**src/hdl/bcp_pkg.sv**
```systemverilog
// Purpose: Shared constants and types of the bar code command parser.
// Assumes: Commands arrive as bytes from an 8N1 receiver on the system clock.
// Notes: Letters are compared after folding to upper case.
package bcp_pkg;
    // Service link setting; the byte receiver outside is built for this rate.
    localparam int CLK_HZ = 40_000_000;
    localparam int LINK_BAUD = 9600;
    localparam int LINK_BITS = 8;
    localparam int LINK_BIT_CYC = CLK_HZ / LINK_BAUD;
    // Reference code storage.
    localparam int REF_MAX = 31;
    localparam int NTYPES = 16;
    localparam logic [1:0] MAP1_RST = 2'h0;
    localparam logic [1:0] MAP2_RST = 2'h1;
    // Command letter pairs, first letter in the upper byte.
    localparam logic [15:0] AUTO_SETUP_CMD = 16'h4341;
    localparam logic [15:0] REFERENCE_SET_CMD = 16'h5253;
    localparam logic [15:0] REFERENCE_LEARN_CMD = 16'h5254;
    localparam logic [15:0] CODE_DETECT_CMD = 16'h4343;
    // Single characters.
    localparam logic [7:0] CH_C = 8'h43;
    localparam logic [7:0] CH_R = 8'h52;
    localparam logic [7:0] CH_PLUS = 8'h2B;
    localparam logic [7:0] CH_MINUS = 8'h2D;
    localparam logic [7:0] CH_SLASH = 8'h2F;
    localparam logic [7:0] CH_S2_ON = 8'h28;
    localparam logic [7:0] CH_S2_OFF = 8'h29;
    localparam logic [7:0] CH_ONE = 8'h31;
    localparam logic [7:0] CH_TWO = 8'h32;
    localparam logic [7:0] CH_ZERO = 8'h30;
    localparam logic [7:0] CH_SPACE = 8'h20;
    localparam logic [7:0] CH_BAD = 8'h5E;

    typedef enum logic [3:0] {
        P_IDLE = 4'h0, P_L2 = 4'h1, P_CA = 4'h2, P_RT = 4'h3, P_RSN = 4'h4,
        P_RST1 = 4'h5, P_RST2 = 4'h6, P_RSD = 4'h7, P_SKIP = 4'h8
    } bcp_pst_t;

    typedef enum logic [2:0] {
        F_IDLE = 3'h0, F_T1 = 3'h1, F_T0 = 3'h2, F_SP1 = 3'h3,
        F_D1 = 3'h4, F_D0 = 3'h5, F_SP2 = 3'h6, F_BODY = 3'h7
    } bcp_fst_t;
endpackage : bcp_pkg

```
**src/hdl/bcp_parser.sv**
```systemverilog
// Purpose: Online command interpreter for auto setup, reference codes and sensors.
// Assumes: Command bytes and label characters come from logic on i_clock.
// Notes: Reference banks are swapped only when an RS command or a learned label ends well.
`timescale 1ns/1ps
module bcp_parser (
    // Clock and reset.
    input wire logic i_clock,
    input wire logic i_sys_rst,
    // Command bytes, i_rx_last marks the final byte of a command.
    input wire logic i_rx_valid,
    input wire logic [7:0] i_rx_data,
    input wire logic i_rx_last,
    // Decoded label characters, held until acknowledged.
    input wire logic i_lbl_valid,
    input wire logic i_lbl_first,
    input wire logic i_lbl_last,
    input wire logic i_lbl_bad,
    input wire logic [7:0] i_lbl_char,
    input wire logic [3:0] i_lbl_type,
    input wire logic [6:0] i_lbl_digits,
    output logic o_lbl_ack,
    // Types enabled by the setup menus.
    input wire logic [15:0] i_setup_types,
    // Answer bytes.
    output logic o_tx_valid,
    output logic [7:0] o_tx_data,
    input wire logic i_tx_ready,
    // Modes and simulated sensors.
    output logic o_sensor1,
    output logic o_sensor2,
    output logic o_auto_active,
    output logic o_learn_active,
    output logic o_commit,
    output logic [15:0] o_type_mask,
    // Reference codes.
    output logic [3:0] o_ref1_type,
    output logic [4:0] o_ref1_len,
    output logic [3:0] o_ref2_type,
    output logic [4:0] o_ref2_len,
    output logic o_work_sel,
    input wire logic i_ref_rd_sel,
    input wire logic [4:0] i_ref_rd_idx,
    output logic [7:0] o_ref_rd_data
);
    typedef struct packed {
        bcp_pkg::bcp_pst_t ps;
        logic [7:0] first;
        logic rs_sel;
        logic [3:0] rs_tens;
        logic [3:0] rs_type;
        logic [5:0] rs_cnt;
        logic auto_on;
        logic [15:0] mask;
        logic [15:0] prev_mask;
        logic commit;
        logic learn_on;
        logic learn_sel;
        logic learn_done;
        logic detect;
        logic s1;
        logic s2;
        logic [1:0] map1;
        logic [1:0] map2;
        logic [4:0] len1;
        logic [4:0] len2;
        logic [3:0] typ1;
        logic [3:0] typ2;
        logic work_sel;
        logic tx_valid;
        logic [7:0] tx_data;
        logic ack;
        bcp_pkg::bcp_fst_t fs;
        logic hdr;
        logic keep;
        logic store;
        logic [5:0] cnt;
        logic [3:0] ltype;
        logic [6:0] ldig;
    } bcp_state_t;

    bcp_state_t s_r, s_nxt;
    logic [7:0] u;
    logic txfree, start, take, we, allowed, cc_hit;
    logic [6:0] waddr, raddr, tval;
    logic [7:0] wdata;
    logic [1:0] spare;

    // One ASCII decimal digit of a value, tens or ones.
    function automatic logic [7:0] bcp_dig(input logic [6:0] v, input logic hi);
        logic [6:0] q;
        q = hi ? v / 7'd10 : v % 7'd10;
        return bcp_pkg::CH_ZERO + {1'b0, q};
    endfunction : bcp_dig

    // Letters are folded so that lower case commands work alike.
    assign u = (i_rx_data >= 8'h61 && i_rx_data <= 8'h7A) ? i_rx_data - 8'h20 : i_rx_data;
    assign txfree = !s_r.tx_valid || i_tx_ready;
    assign start = s_r.fs == bcp_pkg::F_IDLE && i_lbl_valid && i_lbl_first && !s_r.ack;
    assign take = s_r.fs == bcp_pkg::F_BODY && i_lbl_valid && !s_r.ack && (txfree || !s_r.keep);
    assign allowed = s_r.mask[i_lbl_type] || i_setup_types[i_lbl_type];
    assign cc_hit = i_rx_valid && i_rx_last && s_r.ps == bcp_pkg::P_L2
                    && {s_r.first, u} == bcp_pkg::CODE_DETECT_CMD;
    assign tval = 7'(s_r.rs_tens) * 7'd10 + 7'(u[3:0]);
    assign spare = (s_r.map1 != 2'h0 && s_r.map2 != 2'h0) ? 2'h0 :
                   (s_r.map1 != 2'h1 && s_r.map2 != 2'h1) ? 2'h1 :
                   (s_r.map1 != 2'h2 && s_r.map2 != 2'h2) ? 2'h2 : 2'h3;
    // New codes go to the spare bank so a broken entry never touches a stored code.
    assign we = (s_r.ps == bcp_pkg::P_RSD && i_rx_valid && s_r.rs_cnt < 6'(bcp_pkg::REF_MAX))
                || (take && s_r.store && s_r.cnt < 6'(bcp_pkg::REF_MAX));
    assign waddr = {spare, s_r.ps == bcp_pkg::P_RSD ? s_r.rs_cnt[4:0] : s_r.cnt[4:0]};
    assign wdata = s_r.ps == bcp_pkg::P_RSD ? i_rx_data : i_lbl_char;
    assign raddr = {i_ref_rd_sel ? s_r.map2 : s_r.map1, i_ref_rd_idx};

    bcp_ref_mem #(.AW(7), .DW(8)) u_mem (
        .i_clock(i_clock),
        .i_sys_rst(i_sys_rst),
        .i_we(we),
        .i_waddr(waddr),
        .i_wdata(wdata),
        .i_raddr(raddr),
        .o_rdata(o_ref_rd_data)
    );

    // Command parser and label formatter share one next-state process.
    always_comb begin
        s_nxt = s_r;
        s_nxt.commit = 1'b0;
        s_nxt.ack = 1'b0;
        if (s_r.tx_valid && i_tx_ready) begin
            s_nxt.tx_valid = 1'b0;
        end
        if (i_rx_valid) begin
            // Any unexpected byte skips to the end of the command and changes nothing.
            s_nxt.ps = i_rx_last ? bcp_pkg::P_IDLE : bcp_pkg::P_SKIP;
            case (s_r.ps)
                bcp_pkg::P_IDLE: begin
                    if (!i_rx_last && (u == bcp_pkg::CH_C || u == bcp_pkg::CH_R)) begin
                        s_nxt.first = u;
                        s_nxt.ps = bcp_pkg::P_L2;
                    end else if (i_rx_last && u == bcp_pkg::CH_PLUS) begin
                        s_nxt.s1 = 1'b1;
                    end else if (i_rx_last && u == bcp_pkg::CH_MINUS) begin
                        s_nxt.s1 = 1'b0;
                    end else if (i_rx_last && u == bcp_pkg::CH_S2_ON) begin
                        s_nxt.s2 = 1'b1;
                    end else if (i_rx_last && u == bcp_pkg::CH_S2_OFF) begin
                        s_nxt.s2 = 1'b0;
                    end
                end
                bcp_pkg::P_L2: begin
                    if ({s_r.first, u} == bcp_pkg::CODE_DETECT_CMD && i_rx_last) begin
                        s_nxt.detect = 1'b1;
                    end else if (!i_rx_last && {s_r.first, u} == bcp_pkg::AUTO_SETUP_CMD) begin
                        s_nxt.ps = bcp_pkg::P_CA;
                    end else if (!i_rx_last && {s_r.first, u} == bcp_pkg::REFERENCE_LEARN_CMD) begin
                        s_nxt.ps = bcp_pkg::P_RT;
                    end else if (!i_rx_last && !s_r.learn_on
                                 && {s_r.first, u} == bcp_pkg::REFERENCE_SET_CMD) begin
                        s_nxt.ps = bcp_pkg::P_RSN;
                    end
                end
                bcp_pkg::P_CA: begin
                    if (i_rx_last && u == bcp_pkg::CH_PLUS) begin
                        s_nxt.auto_on = 1'b1;
                        s_nxt.mask = '0;
                        s_nxt.prev_mask = '0;
                    end else if (i_rx_last && u == bcp_pkg::CH_SLASH && s_r.auto_on) begin
                        s_nxt.mask = s_r.prev_mask;
                    end else if (i_rx_last && u == bcp_pkg::CH_MINUS && s_r.auto_on) begin
                        s_nxt.auto_on = 1'b0;
                        s_nxt.commit = 1'b1;
                    end
                end
                bcp_pkg::P_RT: begin
                    // A new learn request is refused until the previous one is ended.
                    if (i_rx_last && !s_r.learn_on && (u == bcp_pkg::CH_ONE || u == bcp_pkg::CH_TWO)) begin
                        s_nxt.learn_on = 1'b1;
                        s_nxt.learn_sel = u[1];
                        s_nxt.learn_done = 1'b0;
                    end else if (i_rx_last && u == bcp_pkg::CH_MINUS) begin
                        s_nxt.learn_on = 1'b0;
                    end
                end
                bcp_pkg::P_RSN: begin
                    if (!i_rx_last && (u == bcp_pkg::CH_ONE || u == bcp_pkg::CH_TWO)) begin
                        s_nxt.rs_sel = u[1];
                        s_nxt.ps = bcp_pkg::P_RST1;
                    end
                end
                bcp_pkg::P_RST1: begin
                    if (!i_rx_last && u >= 8'h30 && u <= 8'h39) begin
                        s_nxt.rs_tens = u[3:0];
                        s_nxt.ps = bcp_pkg::P_RST2;
                    end
                end
                bcp_pkg::P_RST2: begin
                    if (!i_rx_last && u >= 8'h30 && u <= 8'h39 && tval < 7'(bcp_pkg::NTYPES)) begin
                        s_nxt.rs_type = tval[3:0];
                        s_nxt.rs_cnt = '0;
                        s_nxt.ps = bcp_pkg::P_RSD;
                    end
                end
                bcp_pkg::P_RSD: begin
                    if (s_r.rs_cnt < 6'(bcp_pkg::REF_MAX)) begin
                        s_nxt.rs_cnt = s_r.rs_cnt + 6'h01;
                        s_nxt.ps = bcp_pkg::P_RSD;
                        if (i_rx_last) begin
                            s_nxt.ps = bcp_pkg::P_IDLE;
                            s_nxt.work_sel = s_r.rs_sel;
                            if (s_r.rs_sel) begin
                                s_nxt.map2 = spare;
                                s_nxt.len2 = s_nxt.rs_cnt[4:0];
                                s_nxt.typ2 = s_r.rs_type;
                            end else begin
                                s_nxt.map1 = spare;
                                s_nxt.len1 = s_nxt.rs_cnt[4:0];
                                s_nxt.typ1 = s_r.rs_type;
                            end
                        end
                    end
                end
                bcp_pkg::P_SKIP: begin
                end
                default: begin
                    s_nxt.ps = bcp_pkg::P_IDLE;
                end
            endcase
        end
        // Label formatter: header digits, then the contents one by one.
        case (s_r.fs)
            bcp_pkg::F_IDLE: begin
                if (start) begin
                    s_nxt.hdr = s_r.auto_on || s_r.detect;
                    s_nxt.store = s_r.learn_on && !s_r.learn_done && allowed;
                    s_nxt.keep = s_nxt.hdr || s_nxt.store;
                    s_nxt.detect = cc_hit; // A detect request landing now waits for the next label.
                    s_nxt.cnt = '0;
                    s_nxt.ltype = i_lbl_type;
                    s_nxt.ldig = i_lbl_digits;
                    if (s_r.auto_on) begin
                        s_nxt.prev_mask = s_r.mask;
                        s_nxt.mask[i_lbl_type] = 1'b1;
                    end
                    s_nxt.fs = s_nxt.hdr ? bcp_pkg::F_T1 : bcp_pkg::F_BODY;
                end
            end
            bcp_pkg::F_BODY: begin
                if (take) begin
                    s_nxt.ack = 1'b1;
                    if (s_r.keep) begin
                        s_nxt.tx_valid = 1'b1;
                        s_nxt.tx_data = i_lbl_bad ? bcp_pkg::CH_BAD : i_lbl_char;
                    end
                    if (s_r.store && s_r.cnt < 6'(bcp_pkg::REF_MAX)) begin
                        s_nxt.cnt = s_r.cnt + 6'h01;
                    end
                    if (i_lbl_last) begin
                        s_nxt.fs = bcp_pkg::F_IDLE;
                        if (s_r.store) begin
                            s_nxt.learn_done = 1'b1;
                            if (s_r.learn_sel) begin
                                s_nxt.map2 = spare;
                                s_nxt.len2 = s_nxt.cnt[4:0];
                                s_nxt.typ2 = s_r.ltype;
                            end else begin
                                s_nxt.map1 = spare;
                                s_nxt.len1 = s_nxt.cnt[4:0];
                                s_nxt.typ1 = s_r.ltype;
                            end
                        end
                    end
                end
            end
            default: begin
                // Header characters: type tens, ones, space, digits tens, ones, space.
                if (txfree) begin
                    s_nxt.tx_valid = 1'b1;
                    s_nxt.fs = bcp_pkg::bcp_fst_t'(s_r.fs + 3'h1);
                    case (s_r.fs)
                        bcp_pkg::F_T1: s_nxt.tx_data = bcp_dig({3'h0, s_r.ltype}, 1'b1);
                        bcp_pkg::F_T0: s_nxt.tx_data = bcp_dig({3'h0, s_r.ltype}, 1'b0);
                        bcp_pkg::F_D1: s_nxt.tx_data = bcp_dig(s_r.ldig, 1'b1);
                        bcp_pkg::F_D0: s_nxt.tx_data = bcp_dig(s_r.ldig, 1'b0);
                        default: s_nxt.tx_data = bcp_pkg::CH_SPACE;
                    endcase
                end
            end
        endcase
    end

    // State register.
    always_ff @(posedge i_clock or posedge i_sys_rst) begin
        if (i_sys_rst) begin
            s_r <= '0;
            s_r.map1 <= bcp_pkg::MAP1_RST;
            s_r.map2 <= bcp_pkg::MAP2_RST;
        end else begin
            s_r <= s_nxt;
        end
    end

    assign o_lbl_ack = s_r.ack;
    assign o_tx_valid = s_r.tx_valid;
    assign o_tx_data = s_r.tx_data;
    assign o_sensor1 = s_r.s1;
    assign o_sensor2 = s_r.s2;
    assign o_auto_active = s_r.auto_on;
    assign o_learn_active = s_r.learn_on;
    assign o_commit = s_r.commit;
    assign o_type_mask = s_r.mask;
    assign o_ref1_type = s_r.typ1;
    assign o_ref1_len = s_r.len1;
    assign o_ref2_type = s_r.typ2;
    assign o_ref2_len = s_r.len2;
    assign o_work_sel = s_r.work_sel;
endmodule : bcp_parser

```
**src/hdl/bcp_ref_mem.sv**
```systemverilog
// Purpose: Four banks of reference code characters, one write and one read port.
// Assumes: Writer and reader share the system clock.
// Notes: Read data is registered, so it follows the address by one cycle.
`timescale 1ns/1ps
module bcp_ref_mem #(
    parameter int AW = 7,
    parameter int DW = 8
) (
    // Clock and reset.
    input wire logic i_clock,
    input wire logic i_sys_rst,
    // Write port.
    input wire logic i_we,
    input wire logic [AW-1:0] i_waddr,
    input wire logic [DW-1:0] i_wdata,
    // Read port.
    input wire logic [AW-1:0] i_raddr,
    output logic [DW-1:0] o_rdata
);
    logic [DW-1:0] mem [0:(1<<AW)-1];

    // Four banks of 32 characters are the least the bank swapping can use.
    if (AW < 7 || DW < 8) begin : g_check
        $error("bcp_ref_mem needs AW >= 7 and DW >= 8");
    end

    // The array has no reset; only the read register is cleared.
    always_ff @(posedge i_clock) begin
        if (i_we) begin
            mem[i_waddr] <= i_wdata;
        end
    end

    // Registered read port.
    always_ff @(posedge i_clock or posedge i_sys_rst) begin
        if (i_sys_rst) begin
            o_rdata <= '0;
        end else begin
            o_rdata <= mem[i_raddr];
        end
    end
endmodule : bcp_ref_mem

```
**config.mk**
```make
export PLATFORM = sky130hd
export DESIGN_NAME = bcp_parser
export DESIGN_NICKNAME = d
export VERILOG_FILES = /design/src/hdl/bcp_pkg.sv /design/src/hdl/bcp_parser.sv /design/src/hdl/bcp_ref_mem.sv
export SDC_FILE = /design/constraint.sdc
export NUM_CORES = 1
export LEC_CHECK = 0
export ABC_AREA = 1
export BUFFER_PORTS_ARGS = -buffer_cell sky130_fd_sc_hd__buf_2
export CAP_MARGIN = 40
export CORE_MARGIN = 1
export CORE_UTILIZATION = 31
export DETAILED_ROUTE_END_ITERATION = 10
export PLACE_DENSITY = 0.58
export SLEW_MARGIN = 25
export SYNTH_ARGS = -nofsm -noshare
export SYNTH_HDL_FRONTEND = slang
export SYNTH_SLANG_ARGS = --single-unit
```
**constraint.sdc**
```tcl
create_clock -name i_clock -period 7.2 [get_ports i_clock]
set_clock_uncertainty 0.15 [all_clocks]
set_input_delay 0.72 -clock i_clock [delete_from_list [all_inputs] [get_ports i_clock]]
set_output_delay 0.72 -clock i_clock [all_outputs]
set_load 0.01 [all_outputs]
```
Word-level counts from Yosys, hierarchy flattened. Memories as Yosys holds them, arrays and structs flattened. A register that Yosys moved wholly into a read port is not among the register bits. Cells that the tools add are included. Widths: inputs -> output; s select.

Logic and storage cells: 282. Bits in writable memories: 1024. Flip-flop bits (word level): 123. Output and inout bits: 58. Memories: 1.

Memories: u_mem.mem (depth 128, bits a word 8, rd ports 1, clocked after Yosys merged registers in 1, wr ports 1, line bcp_ref_mem.sv:20) `logic [DW-1:0] mem [0:(1<<AW)-1];`.

Reductions and logical operators: 84. Bitwise operators: 5. Muxes and demuxes: 97. Magnitude comparators: 9. Multipliers: 1. Equality and inequality tests: 38. $add $sub $neg: 9. Div/mod/pow operators: 4.

Operator list (count): $mux 32 (3); $mux 23 (4); $mux 22 (4); $eq 16x15->1 const B (4); $mux 62 (1); $eq 8x6->1 const B (7); $mux 4 (13); $logic_and 1x1->1 (41); $mux 33 (1); $add 6x7->8 const A (4); $mux 16 (2); $pmux 8 s4 (1); $mux 1 (28); $pmux 4 s7 (1); $reduce_and 4->1 (7); $mux 5 (5); $mux 6 (4); $mux 8 (3); $pmux 6 s2 (2); $reduce_and 3->1 (7); $mux 2 (10); $mux 9 (2); $pmux 9 s2 (1); $reduce_bool 2->1 (9); 44 further kinds (83).

Longest topological paths before layout.
Word-level depth: 17. Mapped depth: 20. Mapped depth without buffers: 20.

Hierarchy. Synthesis repeated with hierarchy kept, for this count alone.

Cell total of the unflattened synthesis: 4580. Area total of the unflattened synthesis: 49799.0 um^2.

By module, submodules not included: bcp_ref_mem (area an instance 42328.1 um^2, sequential area each 30949.7 um^2, cells each 3576, instances 1); bcp_parser (area an instance 7470.9 um^2, sequential area each 3054.2 um^2, cells each 1004, instances 1).

Worst setup path before layout. OpenSTA, ideal clock, no wires.

Path kind: flip-flop to flip-flop. Start: reg s_r[122] (netlist bit). End: mem u_mem.mem[0][0] (data pin). Library setup time: 1.197 ns. Cell stages (with the launch flop): 8. Period minus slack after synthesis: 7.535 ns. Path slack: -0.335 ns. Arrival time: 6.188 ns. Data required time: 5.853 ns. Cells stage by stage: dfrtp_1 > nor2_1 > inv_2 > nor2_4 > inv_2 > buf_6 > clkbuf_1 > o21ai_0.

Word-level cells in the longest chain between the ends: 2.

Ends and longest elaborated chain: start, declared (line bcp_parser.sv:81) `bcp_state_t s_r, s_nxt;`; start signal, assigned (line bcp_parser.sv:298) `s_r <= s_nxt;`; $eq 4x3->1 (line bcp_parser.sv:111) `assign wdata = s_r.ps == bcp_pkg::P_RSD ? i_rx_data : i_lbl_char;`; $mux 8 (line bcp_parser.sv:111); via u_mem.i_wdata[0] (line bcp_ref_mem.sv:15) `input wire logic [DW-1:0] i_wdata,`; end, declared (line bcp_ref_mem.sv:20).

The timed path passes the listed nets, and every way through them passes these cells.

Final worst setup path.
Start: reg s_r[122] (netlist bit). End: mem u_mem.mem[48][6] (enable).

Word-level cells in the longest chain between the ends: 6. Elaborated cells between the ends (all ways): 7. Classes of those cells: eq/ne: 1; mux: 3; reduce/logical: 3.

Ends and longest elaborated chain: $eq 4x3->1 (*) (line bcp_parser.sv:108, bcp_parser.sv:110); $logic_and 1x1->1 (2 in series) (line bcp_parser.sv:108) `assign we = (s_r.ps == bcp_pkg::P_RSD && i_rx_valid && s_r.rs_cnt < 6'(bcp_pkg::REF_MAX))`; $logic_or 1x1->1 (line bcp_parser.sv:109) `|| (take && s_r.store && s_r.cnt < 6'(bcp_pkg::REF_MAX));`; $mux 1 (line bcp_ref_mem.sv:29) `if (i_we) begin`; $mux 1 (not written as such) (line bcp_ref_mem.sv:30) `mem[i_waddr] <= i_wdata;`.

Every way passes the cells marked *; elsewhere a longest branch is shown, timed or not.

==> reports/results.ini <==
[synthesis]
avgSynthCellArea_um2 = 11.87
netlist_instances = 4044
netlist_area_mm2 = 0.04801
ys_seq_area_frac = 0.7082
synth_seq_cells = 1154
synth_edf_count = 1024
synthTopCellsByCount = 1,024 x edfxtp_1, 840 x nor2_1, 731 x o21ai_0
synth_ff_type = edfxtp_1
async_flop_share = 0.1127
synth_cell_types = 55
yosysMostFrequentCell = edfxtp_1
synth.largest_area_cell = edfxtp_1
synth_top_area_share = 0.6405
synth_area_leaders = edfxtp_1 64%, o21ai_0 7.6%, dfrtp_1 6.7%
ys_warn_count = 0

[power_and_ir_drop]
swShare = 0.2655
p_leak_nw = 19.49
p_int_mw = 11.66
seqPwrFrac = 0.489
combPwrFrac = 0.128
ir_worst_vdd_uv = 205.8
power_per_cell_area_mw_per_mm2 = 284.1
power.switching_mw = 4.213
power_frac_clock = 0.383

[detailed_routing]
firstDrtPassIters = 6
drt_iter0_drc = 2941
drtAntennaViolNets = 0
vias_per_cell = 5.020
drc = 0
vias = 32670
post_drt_wl_per_cell_um = 19.78
drt_wl_total_um = 128700

[sta]
fmax_ghz = 0.2478
rsz0062_at_grt = no
fin_crit_sh = 0.5604
worst-slew-pin-transition_ns = 0.8724
setup_violations = 0
hold_viol_final = 0
fin_crit_ns = 4.035
slew_viol_final = 0
slew-limit-headroom = 0.4110

[global_route]
grt_use_total = 0.1594
overflow = 0
grt_pass1_wl_um = 192400
grt_pass1_vias = 30950
grt_max_degree = 155
antenna_found_initial = 15

[floorplan]
core_mm2 = 0.1539
ios = 116
die_h_um = 395.5
start_util = 0.3120
rows = 144
die_w_um = 395.5
dieArea_mm2 = 0.1565

[critical_path]
cp.required_ns = 7.41
cp-end-kind = flop
path_cells = nor2_1, inv_2, nor2_4, inv_2, or2_1, o21ai_2, inv_2, nor2_1, nand2_1, nor2_1
crit_path_max_fanout = 28
critical-path-max-stage-delay_ns = 0.88
crit_slowest_cell = nor2_1
criticalPathCategory = reg -> reg
critical_path_arrival_ns = 4.24
cp-start-kind = flop
critical-path-top-delay-family = simple AND/OR/NAND/NOR gates
path_buf_inv = 3

[cells_and_area]
final_area_mm2 = 0.05586
final_nets = 4431
fillers = 15090
areaGrowthSynthToFinish_pct = 16.34
postLayoutCoreUtil = 0.3630
drive_gt1_frac = 0.1039

[clocking]
numCtsBuffers = 115
post_cts_resized = 0
cts_tree = yes
clock_sinks = 1154
cts_buffer_depth = 3
htreeDepth = 3
cts_root_buf = clkbuf_16
clkSlewWorstSetupHoldPaths_ns = 0.06
clk_latency_ns = 0.73

[place]
placed_cell_area_mm2 = 0.05158
gp_congestion = 0.8651
dp_hpwl_um = 76650
port_buffers = 115

[run_status]
outcome = complete, no violations

[hold_path]
holdCritPathClass = in -> reg

[flow_run]
drv_cap = 0

[stage by stage]
stage / std cells / TNS [ns] / hold slack [ns] / setup WS, ns / power, mW
4_1_cts: 6466 / 0 / 0.005472 / 3.219 / 15.98
3_3_place_gp: 6226 / 0 / 0.2871 / 2.821 / 9.862
3_5_place_dp: 6244 / 0 / 0.2879 / 2.938 / 9.907
6_report: 6508 / 0 / 0.05727 / 3.165 / 15.87
2_1_floorplan: 4299 / -343.31 / 0.2725 / -0.3353 / 9.283
5_1_grt: 6500 / 0 / 0.02585 / 2.977 / 16.47
[logic make-up after synthesis]
| kind of cell | synth area share |
|---|---|
| flip-flops | 0.7082 |
| adder cells (fa/ha/maj) | 0.005525 |
| XOR/XNOR | 0.001642 |
| buffers and inverters | 0.04039 |
| multiplexers | 0.0002085 |
| other | 0.00007810 |
| AO/OA/AOI/OAI | 0.1450 |
| AND/OR/NAND/NOR | 0.09890 |
[layout by cell type, fill, tap and decap left out, drive strengths merged, types with 3 or more instances in the layout]
cell type and instances:
edfxtp 1024, nor2 849, o21ai 754, o22ai 286, conb 256, nand2 228, buf 208, inv 173
clkbuf 150, dfrtp 129, nand3 70, o221ai 57, a21oi 57, clkinv 56, nor3 22, o211ai 18
ha 18, a31oi 16, bufinv 13, o32ai 10, nand4 9, diode 8, xor2 8, a22oi 6
o311ai 4, a41oi 4, or2 4, a211oi 3, o21a 3, clkinvlp 3
[sequential cells by signal, indices dropped and copies added (netlist names)]
name / count
u_mem.mem: 1024
o_ref2_len: 5
o_ref1_type: 4
o_work_sel: 1
o_ref2_type: 4
o_sensor1: 1
o_learn_active: 1
o_auto_active: 1
o_lbl_ack: 1
o_commit: 1
o_sensor2: 1
o_ref1_len: 5
o_type_mask: 16
s_r: 72
u_mem.o_rdata: 8
o_tx_data: 8
o_tx_valid: 1
[routing by layer]
layer,vias to the layer above,share of wire,GRT usage
met4,14,0.031,0.05536
met1,16180,0.43,0.2151
li1,15130,-,-
met3,240,0.071,0.03312
met5,-,0.00071,0
met2,1102,0.47,0.2535
[power groups by stage]
stage	combinational [mW]	clock [mW]	sequential, mW
2_1_floorplan	1.42	0	7.86
3_3_place_gp	1.97	0	7.89
3_5_place_dp	2.01	0	7.90
4_1_cts	2.02	6.20	7.76
5_1_grt	2.25	6.43	7.78
6_report	2.03	6.08	7.75
[worst register-to-register path: cells and delay by family (launching register included)]
kind            cells  cell delay, ns
compound gates      1            0.19
simple gates        6            2.38
buf+inv             3            0.53
flops               1            0.43
[layout make-up]
cell class | count | area [um2] | area share
sequential | 1154 | 34000 | 0.6087
multi-input combinational | 2697 | 13120 | 0.2349
clock buffer | 145 | 3042 | 0.05445
tap | 2044 | 2557 | 0.04578
timing repair buffer | 215 | 1684 | 0.03015
clock inverter | 75 | 770.7 | 0.01380
inverter | 170 | 660.6 | 0.01183
antenna | 8 | 20.02 | 0.0003584
[worst paths after layout]
| path | start | end | slack [ns] | cells after the start |
|---|---|---|---|---|
| min in group asynchronous | i_sys_rst | s_r[71] | 0.39 | 3 |
| max reg2reg | s_r[122] | u_mem.mem[48][6] | 3.16 | 10 |
| min | i_lbl_digits[1] | s_r[1] | 0.06 | 3 |
| max | s_r[122] | u_mem.mem[48][6] | 3.16 | 10 |
| min reg2reg | s_r[117] | s_r[117] | 0.30 | 2 |
| max in group asynchronous | i_sys_rst | s_r[112] | 5.11 | 5 |
[repair_timing]
item                       4_1_cts  5_1_grt
setup endpoints to repair        0        0
buffers inserted                 0        0
hold buffers                     2        0
hold endpoints to repair        25        0
No activity file was read; power rests on OpenSTA's default activity.
